<file path="config.mk">
export PLATFORM = sky130hd
export DESIGN_NAME = front_panel_console
export DESIGN_NICKNAME = d
export VERILOG_FILES = /design/src/rtl/panel_pkg.sv /design/src/rtl/panel_debounce.sv /design/src/rtl/front_panel_console.sv
export SDC_FILE = /design/constraint.sdc
export NUM_CORES = 1
export LEC_CHECK = 0
export ABC_CLOCK_PERIOD_IN_PS = 11200
export BUFFER_PORTS_ARGS = -buffer_cell sky130_fd_sc_hd__buf_2
export CORE_MARGIN = 5
export CORE_UTILIZATION = 44
export DETAILED_ROUTE_END_ITERATION = 10
export GPL_ROUTABILITY_DRIVEN = 0
export GPL_TIMING_DRIVEN = 1
export PLACE_DENSITY = 0.63
export SLEW_MARGIN = 20
export SYNTH_ARGS = -nofsm -noshare
export SYNTH_HDL_FRONTEND = slang
export SYNTH_SLANG_ARGS = --single-unit
export TNS_END_PERCENT = 30
</file>
<file path="constraint.sdc">
create_clock -name ref_clk -period 11.2 [get_ports ref_clk]
set_input_delay 0.56 -clock ref_clk [delete_from_list [all_inputs] [get_ports ref_clk]]
set_output_delay 0.56 -clock ref_clk [all_outputs]
set_load 0.05 [all_outputs]
</file>
<file path="src/rtl/panel_pkg.sv">
/*
  Constants shared by the front-panel console logic: select codes, fill
  fields, bootstrap range, button indices, control states and timing.
  Assumes a 100 MHz ref_clk and a 16-bit CPU word.
*/
package panel_pkg;

  localparam int WORD_W = 16;
  localparam int SEL_W = 6;

  // ----------------------------------------------------------------
  // register select codes
  // ----------------------------------------------------------------
  localparam logic [5:0] SEL_IP = 6'h3C;
  localparam logic [5:0] READ_LATCH_SELECT_CODE = 6'h3F;
  localparam logic [5:0] SRC_NONE_LO = 6'h10;
  localparam logic [5:0] SRC_NONE_HI = 6'h18;
  localparam logic [5:0] SRC_NONE_A = 6'h39;
  localparam logic [5:0] SRC_NONE_B = 6'h3B;
  localparam logic [5:0] SRC_NONE_C = 6'h3E;
  localparam logic [5:0] DEST_NONE = 6'h00;
  localparam logic [5:0] DEST_UNA_A = 6'h12;
  localparam logic [5:0] DEST_UNA_B = 6'h13;
  localparam logic [5:0] DEST_UNA_C = 6'h1A;
  localparam logic [5:0] DEST_UNA_D = 6'h1B;
  localparam logic [5:0] DEST_UNA_E = 6'h3B;
  localparam logic [5:0] DEST_PAUSE_A = 6'h14;
  localparam logic [5:0] DEST_PAUSE_B = 6'h15;
  localparam logic [5:0] DEST_PAUSE_BUS = 6'h16;
  localparam logic [5:0] DEST_PAUSE_B2 = 6'h17;
  localparam logic [5:0] DEST_IP = 6'h3C;
  localparam logic [5:0] DEST_LATCH_LO = 6'h3D;
  localparam logic [5:0] DEST_LATCH_HI = 6'h3E;
  localparam logic [5:0] DEST_LATCH = 6'h3F;

  // pause counter source encoding
  localparam logic [1:0] PSRC_A = 2'h0;
  localparam logic [1:0] PSRC_B = 2'h1;
  localparam logic [1:0] PSRC_BUS = 2'h2;

  // ----------------------------------------------------------------
  // fill
  // ----------------------------------------------------------------
  localparam int FILL_DEV_LSB = 12;
  localparam int FILL_ARG_LSB = 1;
  localparam int FILL_ARG_W = 7;
  localparam logic [5:0] FILL_LAST = 6'h2D;
  localparam logic [3:0] DEV_MOVING_DISC = 4'h1;
  localparam logic [3:0] DEV_FIXED_DISC = 4'h2;
  localparam logic [3:0] DEV_TAPE = 4'h4;
  localparam logic [3:0] DEV_CARD = 4'h5;
  localparam logic [3:0] DEV_PAPER = 4'hA;

  // ----------------------------------------------------------------
  // buttons and timing
  // ----------------------------------------------------------------
  localparam int BTN_N = 8;
  localparam int BTN_MEM_ENTER = 0;
  localparam int BTN_STEP = 1;
  localparam int BTN_DISPLAY = 2;
  localparam int BTN_REG_ENTER = 3;
  localparam int BTN_CONSOLE_INT = 4;
  localparam int BTN_SINGLE = 5;
  localparam int BTN_FILL = 6;
  localparam int BTN_MASTER_CLEAR = 7;

  localparam int CLK_PERIOD_NS = 10;
  localparam int DEBOUNCE_US = 5000;
  localparam int DEBOUNCE_CYCLES =
    (DEBOUNCE_US * 1000 + CLK_PERIOD_NS - 1) / CLK_PERIOD_NS;

  typedef enum logic [2:0] {
    OP_IDLE, OP_WR_WAIT, OP_RD_WAIT, OP_CPU_WAIT, OP_ROM, OP_FILL_WR
  } op_e;

endpackage

</file>
<file path="src/rtl/panel_debounce.sv">
/*
  One pushbutton debouncer: a press must stand for CYCLES clocks before
  it counts, and then gives a single one-cycle pulse.
  Assumes raw is already synchronous to ref_clk.
*/
`timescale 1ns/1ps
`default_nettype none
module panel_debounce #(
  parameter int unsigned CYCLES = 500000
) (
  // clock and reset
  input wire logic ref_clk,
  input wire logic sys_rst,
  // button
  input wire logic raw,
  output logic press
);

  localparam int CW = $clog2(CYCLES + 1);
  localparam logic [CW-1:0] LAST = CW'(CYCLES - 1);

  typedef struct packed {
    logic [CW-1:0] cnt;
    logic stable;
    logic press;
  } db_s;

  db_s st;
  db_s next_st;

  always_comb begin
    next_st = st;
    next_st.press = 1'b0;
    if (raw == st.stable) begin
      next_st.cnt = '0;
    end else if (st.cnt == LAST) begin
      next_st.cnt = '0;
      next_st.stable = raw;
      next_st.press = raw;
    end else begin
      next_st.cnt = st.cnt + 1'b1;
    end
  end

  always_ff @(posedge ref_clk or posedge sys_rst) begin
    if (sys_rst) begin
      st <= '0;
    end else begin
      st <= next_st;
    end
  end

  assign press = st.press;
endmodule // panel_debounce
`default_nettype wire

</file>
<file path="src/rtl/front_panel_console.sv">
/*
  Front-panel console control: debounced panel buttons drive memory
  enter, step, display, register enter, single cycle, fill and master
  clear; lamps show the selected register while halted.
  Assumes a memory port that answers each request with one mem_done
  pulse, a register file read combinationally by code, and a bootstrap
  ROM whose word follows rom_addr in the same cycle.
*/
`timescale 1ns/1ps
`default_nettype none
module front_panel_console #(
  parameter int unsigned DEBOUNCE = panel_pkg::DEBOUNCE_CYCLES
) (
  // clock and reset
  input wire logic ref_clk,
  input wire logic sys_rst,
  // panel switches
  input wire logic [15:0] switch_word,
  input wire logic [5:0] reg_select,
  input wire logic halt_run_switch,
  input wire logic panel_lock,
  input wire logic executive_option,
  // panel pushbuttons
  input wire logic btn_mem_enter,
  input wire logic btn_step,
  input wire logic btn_display,
  input wire logic btn_reg_enter,
  input wire logic btn_console_int,
  input wire logic btn_single,
  input wire logic btn_fill,
  input wire logic btn_master_clear,
  // lamps
  output logic [15:0] data_lamps,
  output logic run_lamp,
  // memory path
  output logic mem_req,
  output logic mem_we,
  output logic [15:0] mem_addr,
  output logic [15:0] mem_wdata,
  input wire logic mem_done,
  input wire logic [15:0] mem_rdata,
  // register file
  output logic [5:0] reg_rd_code,
  input wire logic [15:0] reg_rd_data,
  output logic reg_we,
  output logic [5:0] reg_wr_code,
  output logic [15:0] reg_wr_data,
  output logic pause_load,
  output logic [1:0] pause_src,
  input wire logic [15:0] bus_word,
  // cpu control
  output logic cpu_step_req,
  input wire logic cpu_step_done,
  input wire logic [15:0] cpu_next_ip,
  output logic int_req_e,
  output logic int_inhibit,
  output logic master_clear,
  output logic [15:0] instruction_pointer,
  output logic [15:0] instruction_latch,
  // bootstrap fill
  output logic [5:0] rom_addr,
  input wire logic [15:0] rom_data,
  output logic [3:0] fill_dev,
  output logic [6:0] fill_arg,
  output logic fill_dev_ok
);

  // ----------------------------------------------------------------
  // buttons
  // ----------------------------------------------------------------
  logic [panel_pkg::BTN_N-1:0] raw;
  logic [panel_pkg::BTN_N-1:0] press;

  assign raw = {btn_master_clear, btn_fill, btn_single, btn_console_int,
                btn_reg_enter, btn_display, btn_step, btn_mem_enter};

  genvar gi;
  generate
    for (gi = 0; gi < panel_pkg::BTN_N; gi++) begin : g_btn
      panel_debounce #(.CYCLES(DEBOUNCE)) u_db (
        .ref_clk(ref_clk),
        .sys_rst(sys_rst),
        .raw(raw[gi]),
        .press(press[gi])
      );
    end
  endgenerate

  // ----------------------------------------------------------------
  // state
  // ----------------------------------------------------------------
  typedef struct packed {
    panel_pkg::op_e op;
    logic [15:0] ip;
    logic [15:0] mrl;
    logic [15:0] il;
    logic [15:0] lamps;
    logic run;
    logic inhibit;
    logic to_il;
    logic mem_req;
    logic mem_we;
    logic [15:0] mem_addr;
    logic [15:0] mem_wdata;
    logic [5:0] rd_code;
    logic reg_we;
    logic [5:0] reg_code;
    logic [15:0] reg_data;
    logic pause_load;
    logic [1:0] pause_src;
    logic int_e;
    logic step_req;
    logic mclr;
    logic [5:0] rom_addr;
    logic [3:0] fill_dev;
    logic [6:0] fill_arg;
    logic fill_ok;
  } panel_s;

  panel_s st;
  panel_s next_st;
  logic go;

  // codes with no display source read as zero
  function automatic logic has_src(input logic [5:0] c);
    has_src = !((c >= panel_pkg::SRC_NONE_LO && c <= panel_pkg::SRC_NONE_HI)
                || c == panel_pkg::SRC_NONE_A || c == panel_pkg::SRC_NONE_B
                || c == panel_pkg::SRC_NONE_C);
  endfunction

  assign go = st.op == panel_pkg::OP_IDLE && !st.run && !panel_lock;

  // ----------------------------------------------------------------
  // next state
  // ----------------------------------------------------------------
  always_comb begin
    next_st = st;
    next_st.mem_req = 1'b0;
    next_st.reg_we = 1'b0;
    next_st.pause_load = 1'b0;
    next_st.int_e = 1'b0;
    next_st.step_req = 1'b0;
    next_st.mclr = 1'b0;
    next_st.rd_code = reg_select;

    // lamps lag the selector by two cycles through the register file read
    if (st.run) begin
      next_st.lamps = bus_word;
    end else if (reg_select == panel_pkg::READ_LATCH_SELECT_CODE) begin
      next_st.lamps = st.mrl;
    end else if (reg_select == panel_pkg::SEL_IP) begin
      next_st.lamps = st.ip;
    end else if (has_src(reg_select)) begin
      next_st.lamps = reg_rd_data;
    end else begin
      next_st.lamps = '0;
    end

    // console interrupt stays live under lock
    if (press[panel_pkg::BTN_CONSOLE_INT] && executive_option) begin
      next_st.int_e = 1'b1;
    end

    if (!panel_lock && st.op == panel_pkg::OP_IDLE) begin
      next_st.run = halt_run_switch;
      if (halt_run_switch) begin
        next_st.inhibit = 1'b0;
      end
    end

    case (st.op)
      panel_pkg::OP_IDLE: begin
        if (!panel_lock && press[panel_pkg::BTN_MASTER_CLEAR]) begin
          next_st.ip = '0;
          next_st.il = '0;
          next_st.inhibit = 1'b0;
          next_st.int_e = 1'b0;
          next_st.mclr = 1'b1;
        end else if (go && press[panel_pkg::BTN_MEM_ENTER]) begin
          next_st.mem_req = 1'b1;
          next_st.mem_we = 1'b1;
          next_st.mem_addr = st.ip;
          next_st.mem_wdata = switch_word;
          next_st.op = panel_pkg::OP_WR_WAIT;
        end else if (go && press[panel_pkg::BTN_STEP]) begin
          next_st.ip = st.ip + 16'h0001;
          next_st.mem_req = 1'b1;
          next_st.mem_we = 1'b0;
          next_st.mem_addr = st.ip + 16'h0001;
          next_st.to_il = 1'b0;
          next_st.op = panel_pkg::OP_RD_WAIT;
        end else if (go && press[panel_pkg::BTN_DISPLAY]) begin
          if (reg_select == panel_pkg::READ_LATCH_SELECT_CODE) begin
            next_st.mem_req = 1'b1;
            next_st.mem_we = 1'b0;
            next_st.mem_addr = st.ip;
            next_st.to_il = 1'b1;
            next_st.op = panel_pkg::OP_RD_WAIT;
          end
        end else if (go && press[panel_pkg::BTN_REG_ENTER]) begin
          case (reg_select)
            panel_pkg::DEST_NONE, panel_pkg::DEST_UNA_A,
            panel_pkg::DEST_UNA_B, panel_pkg::DEST_UNA_C,
            panel_pkg::DEST_UNA_D, panel_pkg::DEST_UNA_E: begin
            end
            panel_pkg::DEST_PAUSE_A: begin
              next_st.pause_load = 1'b1;
              next_st.pause_src = panel_pkg::PSRC_A;
            end
            panel_pkg::DEST_PAUSE_B, panel_pkg::DEST_PAUSE_B2: begin
              next_st.pause_load = 1'b1;
              next_st.pause_src = panel_pkg::PSRC_B;
            end
            panel_pkg::DEST_PAUSE_BUS: begin
              next_st.pause_load = 1'b1;
              next_st.pause_src = panel_pkg::PSRC_BUS;
            end
            panel_pkg::DEST_LATCH_LO: begin
              next_st.mrl[7:0] = switch_word[7:0];
            end
            panel_pkg::DEST_LATCH_HI: begin
              next_st.mrl[15:8] = switch_word[15:8];
            end
            panel_pkg::DEST_LATCH: begin
              next_st.mrl = switch_word;
            end
            default: begin
              // pointer code also loads the cpu-side address copies
              if (reg_select == panel_pkg::DEST_IP) begin
                next_st.ip = switch_word;
              end
              next_st.reg_we = 1'b1;
              next_st.reg_code = reg_select;
              next_st.reg_data = switch_word;
            end
          endcase
        end else if (go && press[panel_pkg::BTN_SINGLE]) begin
          next_st.step_req = 1'b1;
          next_st.inhibit = 1'b1;
          next_st.op = panel_pkg::OP_CPU_WAIT;
        end else if (go && press[panel_pkg::BTN_FILL]) begin
          next_st.rom_addr = '0;
          next_st.fill_dev = switch_word[panel_pkg::FILL_DEV_LSB +: 4];
          next_st.fill_arg =
            switch_word[panel_pkg::FILL_ARG_LSB +: panel_pkg::FILL_ARG_W];
          next_st.fill_ok =
            switch_word[15:12] == panel_pkg::DEV_MOVING_DISC ||
            switch_word[15:12] == panel_pkg::DEV_FIXED_DISC ||
            switch_word[15:12] == panel_pkg::DEV_TAPE ||
            switch_word[15:12] == panel_pkg::DEV_CARD ||
            switch_word[15:12] == panel_pkg::DEV_PAPER;
          next_st.op = panel_pkg::OP_ROM;
        end
      end
      panel_pkg::OP_WR_WAIT: begin
        if (mem_done) begin
          next_st.op = panel_pkg::OP_IDLE;
        end
      end
      panel_pkg::OP_RD_WAIT: begin
        if (mem_done) begin
          next_st.mrl = mem_rdata;
          if (st.to_il) begin
            next_st.il = mem_rdata;
          end
          next_st.op = panel_pkg::OP_IDLE;
        end
      end
      panel_pkg::OP_CPU_WAIT: begin
        if (cpu_step_done) begin
          next_st.ip = cpu_next_ip;
          next_st.mem_req = 1'b1;
          next_st.mem_we = 1'b0;
          next_st.mem_addr = cpu_next_ip;
          next_st.to_il = 1'b1;
          next_st.op = panel_pkg::OP_RD_WAIT;
        end
      end
      panel_pkg::OP_ROM: begin
        next_st.mem_req = 1'b1;
        next_st.mem_we = 1'b1;
        next_st.mem_addr = {10'h000, st.rom_addr};
        next_st.mem_wdata = rom_data;
        next_st.op = panel_pkg::OP_FILL_WR;
      end
      panel_pkg::OP_FILL_WR: begin
        if (mem_done) begin
          if (st.rom_addr == panel_pkg::FILL_LAST) begin
            next_st.op = panel_pkg::OP_IDLE;
          end else begin
            next_st.rom_addr = st.rom_addr + 6'h01;
            next_st.op = panel_pkg::OP_ROM;
          end
        end
      end
      default: begin
        next_st.op = panel_pkg::OP_IDLE;
      end
    endcase
  end

  always_ff @(posedge ref_clk or posedge sys_rst) begin
    if (sys_rst) begin
      st <= '0;
    end else begin
      st <= next_st;
    end
  end

  // ----------------------------------------------------------------
  // outputs
  // ----------------------------------------------------------------
  assign data_lamps = st.lamps;
  assign run_lamp = st.run;
  assign mem_req = st.mem_req;
  assign mem_we = st.mem_we;
  assign mem_addr = st.mem_addr;
  assign mem_wdata = st.mem_wdata;
  assign reg_rd_code = st.rd_code;
  assign reg_we = st.reg_we;
  assign reg_wr_code = st.reg_code;
  assign reg_wr_data = st.reg_data;
  assign pause_load = st.pause_load;
  assign pause_src = st.pause_src;
  assign cpu_step_req = st.step_req;
  assign int_req_e = st.int_e;
  assign int_inhibit = st.inhibit;
  assign master_clear = st.mclr;
  assign instruction_pointer = st.ip;
  assign instruction_latch = st.il;
  assign rom_addr = st.rom_addr;
  assign fill_dev = st.fill_dev;
  assign fill_arg = st.fill_arg;
  assign fill_dev_ok = st.fill_ok;
endmodule // front_panel_console
`default_nettype wire

</file>
======== Word level (Yosys, flattened, before mapping) ========
Cells that the tools add are included.
operators by class
  add/sub/neg operators ................... 10
  $lt $le $gt $ge ......................... 2
  equality and inequality tests ........... 71
  mux-type cells .......................... 110
  bitwise gates (word level) .............. 15
  reductions and logical operators ........ 54
operators by type and width
  cell                     number
  $mux W19                 22
  $mux W16                 12
  $add A19 B1 Y19 const B  8
  $eq A19 B19 Y1 const B   8
  $mux W18                 8
  $mux W26                 5
  $mux W32                 4
  $pmux W16 S2             2
  $pmux W32 S2             1
  $pmux W18 S3             1
  $eq A6 B5 Y1 const B     8
  $eq A6 B6 Y1 const B     7
  $mux W35                 1
  $mux W1                  33
  $mux W3                  10
  $mux W29                 1
  $reduce_and A7 Y1        4
  $ne A2 B2 Y1 const B     13
  $reduce_and A8 Y1        3
  $mux W23                 1
  $add A16 B1 Y16 const B  1
  $mux W8                  2
  $ne A4 B1 Y1 const B     4
  $reduce_and A2 Y1        8
  40 further kinds         95
storage, ports and cells
  bits in registers ....................... 325
  input bits .............................. 117
  logic and storage cells ................. 312

======== Depth between registers and ports, before layout ========
  depth after elaboration ................. 13
  gate-level depth with buffers ........... 9

======== Modules after synthesis ========
A second synthesis with hierarchy kept.
unflattened totals
  cells, all modules ...................... 1840
  area, all modules ....................... 17878.4 sq um
modules (own cells, without submodules)
  module                               times used  cells an instance  area an instance (sq um)  sequential area each (sq um)
  front_panel_console                  1           992                9068.7                    3928.8
  panel_debounce at g_btn[0].u_db ...  7           106                1103.6                    525.5
  panel_debounce at g_btn[7].u_db      1           106                1084.8                    525.5

======== Worst setup path after synthesis ========
OpenSTA, ideal clock, no wires.
  path kind ............................... reg-to-reg
  start ................................... reg st (netlist bit run_lamp)
  end ..................................... reg st (netlist bit mem_addr[15])
  setup time .............................. 0.145 ns
  arrival time ............................ 2.203 ns
  data required time ...................... 11.055 ns
  slack ................................... 8.853 ns
  stages on the path, launching flop included .. 8
  path buffers ............................ 2
  clock period less this slack ............ 2.347 ns
  cells stage by stage .................... dfrtp_1 -> buf_2 -> or2_2 -> o21a_1 -> a311o_1 -> buf_4 -> a222oi_1 -> o311ai_1
between the ends
  longest elaborated chain between the ends .. 8
  elaborated cells between the ends (all ways) .. 13
  those cells by class .................... eq/ne: 2; mux: 4; reduce/logical: 7
RTL lines
  what                                 line                        RTL
  start, declared                      front_panel_console.sv:120  panel_s st;
  start signal, assigned               front_panel_console.sv:306  st <= next_st;
  $logic_not A1 Y1 *                   front_panel_console.sv:131  assign go = st.op == panel_pkg::OP_IDLE && !st.run && !panel_lock;
  $logic_and A1 B1 Y1 * (2 in series)  front_panel_console.sv:131
  $logic_and A1 B1 Y1                  front_panel_console.sv:185  end else if (go && press[panel_pkg::BTN_STEP]) begin
  $mux W19                             front_panel_console.sv:185
  $mux W18                             front_panel_console.sv:179  end else if (go && press[panel_pkg::BTN_MEM_ENTER]) begin
  $mux W35                             front_panel_console.sv:173  if (!panel_lock && press[panel_pkg::BTN_MASTER_CLEAR]) begin
  $pmux W18 S3                         front_panel_console.sv:171  case (st.op)
Mark *: on every way between the ends. The rest lies on a longest branch, timed or not. The select of a mux whose other input is x is not followed.
A chain may end at the register's enable or synchronous reset.

======== Worst setup path after layout ========
  start ................................... reg st[156] (netlist bit)
  end ..................................... reg st (netlist bit mem_addr[13])
between the ends
  longest elaborated chain between the ends .. 8
  elaborated cells between the ends (all ways) .. 18
  those cells by class .................... eq/ne: 6; mux: 4; reduce/logical: 8
RTL lines
  what                               line
  $logic_not A3 Y1                   front_panel_console.sv:131, front_panel_console.sv:171
  $logic_and A1 B1 Y1 (2 in series)  front_panel_console.sv:131
  $logic_and A1 B1 Y1                front_panel_console.sv:185
  $mux W19                           front_panel_console.sv:185
  $mux W18                           front_panel_console.sv:179
  $mux W35                           front_panel_console.sv:173
  $pmux W18 S3                       front_panel_console.sv:171
Several ways; a longest one is shown, not always the timed one. The select of a mux whose other input is x is not followed.

==> results.yml <==
floorplan:
  die_h_um: 206
  io_pins: 254
  rows: 71
  fp.coreArea_um2: 37800
  fp.dieArea_um2: 42400
  die_w_um: 206
  start_util: 0.447
synthesis:
  synth_area_um2: 16900
  syn-num-nets: 1901
  yosys_register_bits: 325
  yosys_warnings: 0
  async_reset_ff_frac: 1.00
  ys.flop_type: "dfrtp_1"
  synthCells: 1773
  yosysSeqAreaShare: 0.482
  ys_types: 71
  synth_edf_count: 0
  syn_area_per_cell_um2: 9.52
grt:
  grt_pass1_wl_mm: 72.4
  grt_max_degree: 154
  grt_pass1_vias: 12800
  grt-ovfl-total: 0
  antenna_found_initial: 7
  grtUsageTotal: 0.215
final_layout:
  finalInstanceArea_um2: 18900
  final_common_cell: "dfrtp_1"
  postLayoutCoreUtil: 0.501
  final_cell_mix: "dfrtp_1 (325), buf_2 (253), nor2_1 (233)"
  stdcell_count: 2404
  area.growth.synth_to_final_pct: 11.9
  drive_above_1_share: 0.208
  nNetsFinal: 1992
clock_network:
  postCtsHoldBufs: 0
  clock_sink_count: 325
  clock_latency_ps: 540
  numCtsBuffers: 38
  path_clk_slew_ps: 60
  cts_setup_buffers: 0
  cts.path.max_buffers: 3
  cts_root_buffer: "clkbuf_16"
  cts_tree: "built"
  cts_resized: 0
  htreeDepth: 2
detailed_routing:
  wl_per_cell_um: 19.6
  drt_iter0_markers: 1112
  vias_per_cell: 5.52
  drt-pass1-iter-count: 8
  ant_nets: 0
  routed_wl_mm: 47.1
  vias: 13300
  drc_errors: 0
placement:
  dpl_cell_area_um2: 17600
  place_hpwl_mm: 33.9
  dp_slack_ps: 8010
  dp_cells: 2334
  port-buffer-count: 253
power_and_ir_drop:
  leakage_nw: 8.71
  powerDensity_nw_per_um2: 200
  power_mw: 3.78
  peakVddDrop_mv: 0.0875
setup_path:
  setup.worst_path.start_class: "register"
  worst_ep_arrival_time_ps: 3740
  critical_path.max_fanout: 20
  setup.worst_path.start: "st[156]"
  critPathKind: "reg -> reg"
  critPathRequiredTime_ps: 11650
  endpoint_kind: "register"
  timing.rr.start: "st[156]"
status:
  status: "finished, final reports clean"
flow_run:
  maxCapViolCount: 0
sta:
  final_max_slew_viol_count: 0
  worst_pin_slew_ps: 1050
  finalCritPeriodShare: 0.294
  fmax_ghz: 0.304
  fin_worst_skew_ps: 21.3
  period_needed_ps: 3290
  fin_tns_setup_ps: 0
  setup_slack_ps: 7910
  rsz0062_at_grt: "false"
  relSlewSlack: 0.300
  finalHoldViolCount: 0
  setup_viol: 0
  hold_ws_ps: 181
worst_hold_path:
  hp-class: "in -> async"
[worst paths after layout]
check,cells past startpoint,to,slack [ps]
min in group ref_clk,1,reg_rd_code[4],230
worst min-delay path,2,master_clear,180
max in group asynchronous,4,rom_addr[4],8920
worst max register to register,7,mem_addr[13],7910
worst max-delay path,7,mem_addr[13],7910
worst min register to register,2,instruction_latch[5],480
[critical path: stages (launching register included)]
cell	delay, ps
dfrtp_1	540
nor3_2	650
nand3_1	760
a311o_1	490
buf_4	220
inv_2	140
nand3_1	150
o211ai_1	260
[flip-flops by register name (all words and copies together), names as in the netlist, 2 cells and up]
register	flops
mem_wdata	16
rom_addr	6
mem_addr	16
reg_wr_data	16
fill_arg	7
reg_rd_code	6
data_lamps	16
st	20
g_btn.u_db.st	160
instruction_pointer	16
pause_src	2
reg_wr_code	6
fill_dev	4
instruction_latch	16
g_btn.u_db.press	8
[Yosys cell counts, types with 6 or more instances]
library cell	number	area (um2)
or3_1	6	37.5
xnor2_1	87	762
nor4b_1	9	78.8
and2_1	8	50.1
xor2_1	66	578
and4_1	13	114
inv_1	20	75.1
and3_1	63	394
mux2_2	49	552
buf_2	21	105
nand2_1	188	706
a31oi_1	31	194
nor2_1	233	875
nor3b_1	6	45.0
nand3b_1	8	60.1
clkbuf_1	58	218
a21oi_1	40	200
buf_4	130	976
nand4_1	37	231
nor3_1	41	205
a21o_1	7	52.6
ha_1	11	138
nand3_1	77	385
o31ai_1	23	173
o21ai_0	61	305
a222oi_1	10	100
nor4_1	23	144
o211ai_1	16	120
a221oi_1	16	140
nor2b_1	7	43.8
dfrtp_1	325	8130
[layer usage]
| layer | track usage | routed length [um] |
|---|---|---|
| met5 | 0 | 57 |
| met3 | 0.0471 | 3910 |
| met1 | 0.290 | 19700 |
| met4 | 0.0699 | 1540 |
| met2 | 0.350 | 21900 |
[cell families (layout without fill, tap and decap cells)]
group | count (synthesis) | after routing | share of synthesized area
compound gates | 245 | 245 | 0.0966
xor+xnor | 153 | 153 | 0.0794
fa+ha+maj | 11 | 11 | 0.00815
buf+inv | 233 | 351 | 0.0823
flops | 325 | 325 | 0.482
mux | 54 | 54 | 0.0356
other cells | 0 | 2 | 0
simple gates | 752 | 752 | 0.216
[final cells by class]
class | instances | area, um2
timing repair buffer | 263 | 1350
multi-input combinational | 1215 | 7410
tap | 511 | 639
clock inverter | 8 | 92.6
clock buffer | 59 | 1180
sequential | 325 | 8130
inverter | 21 | 91.3
fill | 3512 | 18900
antenna | 2 | 5.00
[power breakdown]
group | internal, mW | switching (mW)
combinational | 0.272 | 0.747
sequential | 1.31 | 0.204
clock | 0.771 | 0.476
total | 2.35 | 1.43
Note: power is estimated with default switching activity, not from simulation.
